File: src/hw/pmi_pkg.sv
// constants and carrier types for the interrupt flag and mask block
package pmi_pkg;

   localparam logic [7:0] PMI_SYS_FLAGS_ADDR = 8'h01;
   localparam logic [7:0] PMI_SW_FLAGS_ADDR  = 8'h02;
   localparam logic [7:0] PMI_SYS_MASK_ADDR  = 8'h03;
   localparam logic [7:0] PMI_SW_MASK_ADDR   = 8'h04;

   localparam int         PMI_FIELD_W        = 6;
   localparam logic [5:0] PMI_FIELD_RESET    = 6'h00;
   localparam logic [7:0] PMI_RDATA_RESET    = 8'h00;
   localparam logic       PMI_IRQ_IDLE       = 1'b1;

   // system event and mask positions
   localparam int PMI_BIT_PROG_VOLTAGE = 5;
   localparam int PMI_BIT_MAINS        = 4;
   localparam int PMI_BIT_BUTTON       = 3;
   localparam int PMI_BIT_OVERTEMP     = 2;
   localparam int PMI_BIT_COIN_ACQ     = 1;
   localparam int PMI_BIT_PROG_DONE    = 0;

   // switch event and mask positions
   localparam int PMI_BIT_SW3_FAULT  = 5;
   localparam int PMI_BIT_SW2_FAULT  = 4;
   localparam int PMI_BIT_SW1_FAULT  = 3;
   localparam int PMI_BIT_SW3_ILIMIT = 2;
   localparam int PMI_BIT_SW2_ILIMIT = 1;
   localparam int PMI_BIT_SW1_ILIMIT = 0;

   typedef struct packed {
      logic [7:0] addr;
      logic       wr;
      logic       rd;
      logic [7:0] wdata;
   } pmi_reg_req_t;

   // index 2 is switch 3, index 0 is switch 1
   typedef struct packed {
      logic [2:0] fault;
      logic [2:0] ilimit;
   } pmi_sw_cond_t;

   typedef struct packed {
      logic prog_voltage;
      logic overtemp;
      logic coin_acq_done;
      logic prog_done;
   } pmi_sys_evt_t;

   typedef struct packed {
      logic [5:0] sys_mask;
      logic [5:0] sw_mask;
      logic [5:0] sw_flags;
      logic       mains_prev;
      logic       button_prev;
      logic       primed;
      logic [7:0] rdata;
      logic       irq_low;
   } pmi_main_state_t;

endpackage

File: src/hw/pmi_irq_ctrl.sv
// interrupt flags, masks and interrupt pin drive
`timescale 1ns/1ns
// How it works
// switch 3 fault flag at bit 5 while switch 3 is thermally disabled
// switch 2 fault flag at bit 4 on overtemperature or input undervoltage
// switch 1 fault flag at bit 3 while switch 1 is thermally disabled
// current-limit flags bits 2..0 read 1 only while limiting
// switch flag register resets to zero, top two bits read zero
// mask 0 lets an event pull the pin low, mask 1 blocks it
// masks only gate the pin; flags keep working
// system mask bits 5,4,3: programming voltage, mains detect, button
// system mask bits 2,1,0: overtemperature, coin acquisition, programming done
// switch mask bits 5,4,3: switch 3,2,1 fault masks
// switch mask bits 2,1,0: switch 3,2,1 current-limit masks
// both masks reset to zero, top two bits read zero
// mains detect flag raised on any level change of its input
// button flag raised on any level change of its input
// pin held low while any unmasked flag is set
module pmi_irq_ctrl
   import pmi_pkg::*;
(
   input  wire logic         clk,                 // core clock, 100 MHz
   input  wire logic         rst_n,               // async reset, active low
   input  pmi_reg_req_t      reg_req,             // register access from serial engine
   output logic        [7:0] reg_rdata,           // read data, valid cycle after rd
   input  pmi_sw_cond_t      sw_cond,             // load switch monitor levels
   input  pmi_sys_evt_t      sys_evt,             // system event pulses
   input  wire logic         mains_detect_input,  // mains detect level
   input  wire logic         push_button_input,   // push-button level
   output logic              mains_level,         // last sampled mains level
   output logic              button_level,        // last sampled button level
   output logic              irq_out_low          // interrupt pin, active low
);

   pmi_main_state_t st;
   pmi_main_state_t next_st;
   logic [5:0]      sys_set;
   logic [5:0]      sys_flags;
   logic            sys_clr;
   logic            mains_change;
   logic            button_change;

   // first cycle after reset only samples, so reset gives no false edge
   assign mains_change  = st.primed & (mains_detect_input ^ st.mains_prev);
   assign button_change = st.primed & (push_button_input ^ st.button_prev);

   always_comb
   begin
      sys_set                       = '0;
      sys_set[PMI_BIT_PROG_VOLTAGE] = sys_evt.prog_voltage;
      sys_set[PMI_BIT_MAINS]        = mains_change;
      sys_set[PMI_BIT_BUTTON]       = button_change;
      sys_set[PMI_BIT_OVERTEMP]     = sys_evt.overtemp;
      sys_set[PMI_BIT_COIN_ACQ]     = sys_evt.coin_acq_done;
      sys_set[PMI_BIT_PROG_DONE]    = sys_evt.prog_done;
   end

   // reading the system flags consumes them
   assign sys_clr = reg_req.rd & (reg_req.addr == PMI_SYS_FLAGS_ADDR);

   pmi_sticky_flags #(
      .W     (PMI_FIELD_W)
   ) u_sys_flags (
      .clk   (clk),
      .rst_n (rst_n),
      .set   (sys_set),
      .clr   (sys_clr),
      .flags (sys_flags)
   );

   always_comb
   begin
      next_st             = st;
      next_st.primed      = 1'b1;
      next_st.mains_prev  = mains_detect_input;
      next_st.button_prev = push_button_input;

      // level flags track the monitors regardless of masks
      next_st.sw_flags[PMI_BIT_SW3_FAULT]  = sw_cond.fault[2];
      next_st.sw_flags[PMI_BIT_SW2_FAULT]  = sw_cond.fault[1];
      next_st.sw_flags[PMI_BIT_SW1_FAULT]  = sw_cond.fault[0];
      next_st.sw_flags[PMI_BIT_SW3_ILIMIT] = sw_cond.ilimit[2];
      next_st.sw_flags[PMI_BIT_SW2_ILIMIT] = sw_cond.ilimit[1];
      next_st.sw_flags[PMI_BIT_SW1_ILIMIT] = sw_cond.ilimit[0];

      if (reg_req.wr)
      begin
         case (reg_req.addr)
            PMI_SYS_MASK_ADDR: next_st.sys_mask = reg_req.wdata[5:0];   // see
            PMI_SW_MASK_ADDR:  next_st.sw_mask  = reg_req.wdata[5:0];   // see
            default:           next_st.sw_mask  = st.sw_mask;
         endcase
      end

      if (reg_req.rd)
      begin
         case (reg_req.addr)
            PMI_SYS_FLAGS_ADDR: next_st.rdata = {2'h0, sys_flags};
            PMI_SW_FLAGS_ADDR:  next_st.rdata = {2'h0, st.sw_flags};
            PMI_SYS_MASK_ADDR:  next_st.rdata = {2'h0, st.sys_mask};
            PMI_SW_MASK_ADDR:   next_st.rdata = {2'h0, st.sw_mask};
            default:            next_st.rdata = PMI_RDATA_RESET;
         endcase
      end

      // masks gate only the pin, never the flags
      next_st.irq_low = ~(|(sys_flags & ~st.sys_mask) | |(st.sw_flags & ~st.sw_mask));   // see see
   end

   always_ff @(posedge clk or negedge rst_n)
   begin
      if (!rst_n)
      begin
         st             <= '0;
         st.sys_mask    <= PMI_FIELD_RESET;
         st.sw_mask     <= PMI_FIELD_RESET;
         st.sw_flags    <= PMI_FIELD_RESET;
         st.rdata       <= PMI_RDATA_RESET;
         st.irq_low     <= PMI_IRQ_IDLE;
      end
      else
         st <= next_st;
   end

   assign reg_rdata    = st.rdata;
   assign irq_out_low  = st.irq_low;
   assign mains_level  = st.mains_prev;
   assign button_level = st.button_prev;
endmodule

File: src/hw/pmi_sticky_flags.sv
// sticky event flags, set by hardware, cleared as a group
`timescale 1ns/1ns
module pmi_sticky_flags
   import pmi_pkg::*;
#(
   parameter int W = PMI_FIELD_W
)
(
   input  wire logic         clk,    // core clock
   input  wire logic         rst_n,  // async reset, active low
   input  wire logic [W-1:0] set,    // per-flag set pulse
   input  wire logic         clr,    // clear all flags
   output logic      [W-1:0] flags   // flag state
);

   typedef struct packed {
      logic [W-1:0] flags;
   } pmi_sticky_state_t;

   pmi_sticky_state_t st;
   pmi_sticky_state_t next_st;

   always_comb
   begin
      next_st = st;
      for (int i = 0; i < W; i++)
      begin
         // set beats a clear in the same cycle so no event is lost
         next_st.flags[i] = set[i] | (st.flags[i] & ~clr);
      end
   end

   always_ff @(posedge clk or negedge rst_n)
   begin
      if (!rst_n)
         st <= '0;
      else
         st <= next_st;
   end

   assign flags = st.flags;
endmodule

File: config.mk
export PLATFORM = sky130hd
export DESIGN_NAME = pmi_irq_ctrl
export DESIGN_NICKNAME = d
export VERILOG_FILES = /design/src/hw/pmi_pkg.sv /design/src/hw/pmi_irq_ctrl.sv /design/src/hw/pmi_sticky_flags.sv
export SDC_FILE = /design/constraint.sdc
export NUM_CORES = 1
export LEC_CHECK = 0
export BUFFER_PORTS_ARGS = -buffer_cell sky130_fd_sc_hd__buf_2
export CORE_UTILIZATION = 52
export CTS_BUF_LIST = sky130_fd_sc_hd__clkbuf_16
export CTS_CLUSTER_DIAMETER = 50
export DETAILED_ROUTE_END_ITERATION = 10
export PLACE_DENSITY_LB_ADDON = 0.25
export SKIP_CTS_REPAIR_TIMING = 1
export SLEW_MARGIN = 20
export SYNTH_ARGS = -nofsm -noshare
export SYNTH_HDL_FRONTEND = slang
export SYNTH_HIERARCHICAL = 1
export SYNTH_SLANG_ARGS = --single-unit
File: constraint.sdc
create_clock -name clk -period 1.2 [get_ports clk]
set_input_delay 0.18 -clock clk [delete_from_list [all_inputs] [get_ports clk]]
set_output_delay 0.18 -clock clk [all_outputs]
set_load 0.05 [all_outputs]
==> results.cfg <==
[run_status]
status = completed

[logic_synthesis]
syn_avg_cell_area_um2 = 12.5
synth-simple-area-share_pct = 18.4
ys_warn_count = 6
synth_top_family_by_area = simple AND/OR/NAND/NOR gates
mappedNetlistArea_um2 = 1690
yosysTopAreaCell = dfrtp_1
synth-xor-area-share_pct = 1.04
synthAdderAreaFrac_pct = 0
yosys-top-cells-area = dfrtp_1 (49%), mux2_2 (12%), and4bb_2 (6.7%)
synth.distinct_cells = 30
synth_compound_area_share_pct = 10.1
muxShareOfSynthArea_pct = 12.0
synth_top_area_share_pct = 48.9
synth_seq_area_share_pct = 50.4
ys_ff_latch = 34
syn-instance-count = 135

[die]
initial_core_util_pct = 54.9
io_pins = 43
core.rowCount = 20
core_area_um2 = 3080
die_y_um = 59.0
dieArea_um2 = 3480
die_w_um = 59.0

[timing]
worst_slack_ns = 0.0260
min_period_over_period_pct = 97.8
hold-worst-slack_ns = 0.00402
hold_viol = 0
fmax_mhz = 852
period_minus_slack_ns = 1.17
finalMaxSlewViolations = 0
fin_skew_ns = 0.00354
rsz0062_at_grt = true
setup_viol = 0

[cells_and_area]
drive_above_1_share_pct = 54.6
fin_util_pct = 72.2
antenna_cells = 0
nets = 214
syn2layout_area_growth_pct = 31.4

[pwr]
comb_power_share_pct = 11.6
intPower_mw = 2.10
power_density_nw_per_um2 = 1230
p_clk_share_pct = 44.2
p_leak_nw = 1.07
p_total_mw = 2.74
power.switching_mw = 0.637
peakVddDrop_mv = 1.32
swShare_pct = 23.3
power_frac_seq_pct = 44.2

[worst_setup_path]
reg2reg_depth = 3
crit_top_cell = buf_6
r2r_start = st[28]
worstPathArrival_ns = 1.34
regToRegSetupSlack_ns = 0.03
crit_path_cell_trace = buf_6, nor4_4, and4b_1, buf_6, mux2_4
reg2reg_to = reg_rdata[4]
end_kind = flop
setup.worst_path.start = reg_req[15]
path_max_fanout = 6
slowest_delay_ns = 0.36
setup.worst_path.class = input pin to flop
crit_path_top_delay_cell = nor4_4
required_ns = 1.36
startpoint_type = input pin

[route]
vias = 1218
dr.pass1.iters = 4
wire_per_inst_um = 15.8
drc = 0
ant_nets = 0
drtIter0Drc = 28
totalWireLength_mm = 3.59
vias_per_cell = 5.37

[placed_design]
dpl_worst_slack_ns = -0.315
port_buffers = 38
gp_congestion = 0.927
dp_hpwl_mm = 2.73

[clock_network]
clk_latency_ns = 0.28
path_clk_slew_ns = 0.05
htree_num_levels = 2
cts_max_path_buffers = 2
cts_tree = built
root_buffer = clkbuf_16
cts_buffers = 5
clkSinkCount = 34

[grt]
antenna_found_initial = 0
gr-total-overflow = 0
grt_pass1_vias = 1156
track_usage_pct = 23.3
grt_max_degree = 21
grt_pass1_wl_mm = 5.58

[worst_hold_path]
holdPathEnd = st[13]
holdPathStages = 1
hold_path.startpoint = sw_cond[1]
min_path_type = input pin to flop

[run]
max_cap_viol_count = 0
[cell families after synthesis]
group                     count (synthesis)
buffers and inverters                    23
xor gates and xnor gates                  2
muxes                                    18
other                                     2
DFF                                      34
and+or+nand+nor                          33
AOI/OAI and AO/OA                        23
[metal layers]
metal	vias up	GRT usage, %	wire, um
met5	-	0	0
met4	0	8.16	56
met3	7	7.42	218
met2	42	37.8	1800
met1	595	29.4	1520
li1	574	-	-
[worst max-delay path by stage]
stage | endpoint | slack (ns)
final | st[24] | 0.03
after global routing | u_sys_flags/flags[2] | -0.04
after CTS | reg_rdata[2] | -0.08
after detailed placement | u_sys_flags/flags[5] | -0.32
after global placement | st[25] | -0.25
after floorplan | st[24] | -0.09
[power by group through the flow]
stage	Clock [mW]	Combinational, mW	Sequential [mW]
final	1.21	0.316	1.21
after global routing	1.29	0.343	1.21
after CTS	1.23	0.292	1.21
after detailed placement	0	0.292	1.23
after global placement	0	0.279	1.23
after floorplan	0	0.141	1.23
[placed cells by master (no fill, tap or decap)]
cell | netlist | layout
a211oi_2 | 0 | 6
a21o_1 | 6 | 6
and2_1 | 2 | 2
and2b_2 | 1 | 1
and3b_1 | 1 | 1
and4b_1 | 1 | 1
and4bb_2 | 9 | 9
buf_12 | 0 | 2
buf_2 | 0 | 35
buf_4 | 9 | 11
buf_6 | 1 | 3
clkbuf_16 | 0 | 5
clkinv_1 | 0 | 1
clkinv_2 | 0 | 1
clkinvlp_4 | 0 | 1
conb_1 | 2 | 3
dfrtp_1 | 33 | 33
dfstp_2 | 1 | 1
dlygate4sd3_1 | 0 | 1
inv_1 | 9 | 9
inv_2 | 1 | 1
mux2_2 | 18 | 12
mux2_4 | 0 | 6
nand2_2 | 0 | 1
nand2b_1 | 9 | 9
nand4b_4 | 0 | 1
nor2b_1 | 1 | 1
nor3_1 | 1 | 1
nor3b_2 | 1 | 1
nor4_4 | 1 | 1
nor4b_4 | 0 | 1
nor4bb_1 | 3 | 3
o2111ai_1 | 3 | 3
o211ai_1 | 1 | 1
o21ba_2 | 1 | 1
o22ai_1 | 6 | 6
xor2_1 | 2 | 2
[flip-flops by register name (all words and copies together), names as in the netlist]
signal / cells
u_sys_flags/flags: 6
mains_level: 1
st: 19
reg_rdata: 6
irq_out_low: 1
button_level: 1
[stage by stage]
step / TNS, ns / instances / cell area (um2)
after detailed placement: -6.00 / 216 / 1990
after floorplan: -0.645 / 136 / 1720
after CTS: -0.325 / 224 / 2130
final: 0 / 227 / 2220
after global placement: -4.84 / 216 / 1990
after global routing: -0.0930 / 227 / 2220
[synthesized netlist by cell type]
cell type  count
inv_2          1
o22ai_1        6
nor2b_1        1
xor2_1         2
conb_1         2
inv_1          9
nor3_1         1
nor4_4         1
o211ai_1       1
and4b_1        1
buf_4          9
o2111ai_1      3
and3b_1        1
nor4b_1        1
buf_6          1
a211oi_1       6
and2b_2        1
clkbuf_1       3
o21ba_2        1
and2_1         2
nand2b_1       9
dfstp_2        1
a21o_1         6
nor4bb_1       3
nand2_1        1
mux2_2        18
nor3b_2        1
dfrtp_1       33
nand4b_2       1
and4bb_2       9
[critical path: cells and delay by family]
| family | cells | cell delay, ns |
|---|---|---|
| mux | 1 | 0.30 |
| simple gates | 2 | 0.62 |
| buf+inv | 2 | 0.25 |
[final cells by class]
type / count / area (um2)
fill: 221 / 857
tap: 44 / 55.1
multi-input combinational: 79 / 793
timing repair buffer: 52 / 342
sequential: 34 / 852
clock inverter: 3 / 16.3
inverter: 10 / 37.5
clock buffer: 5 / 125
(Power assumes the default switching activity.)
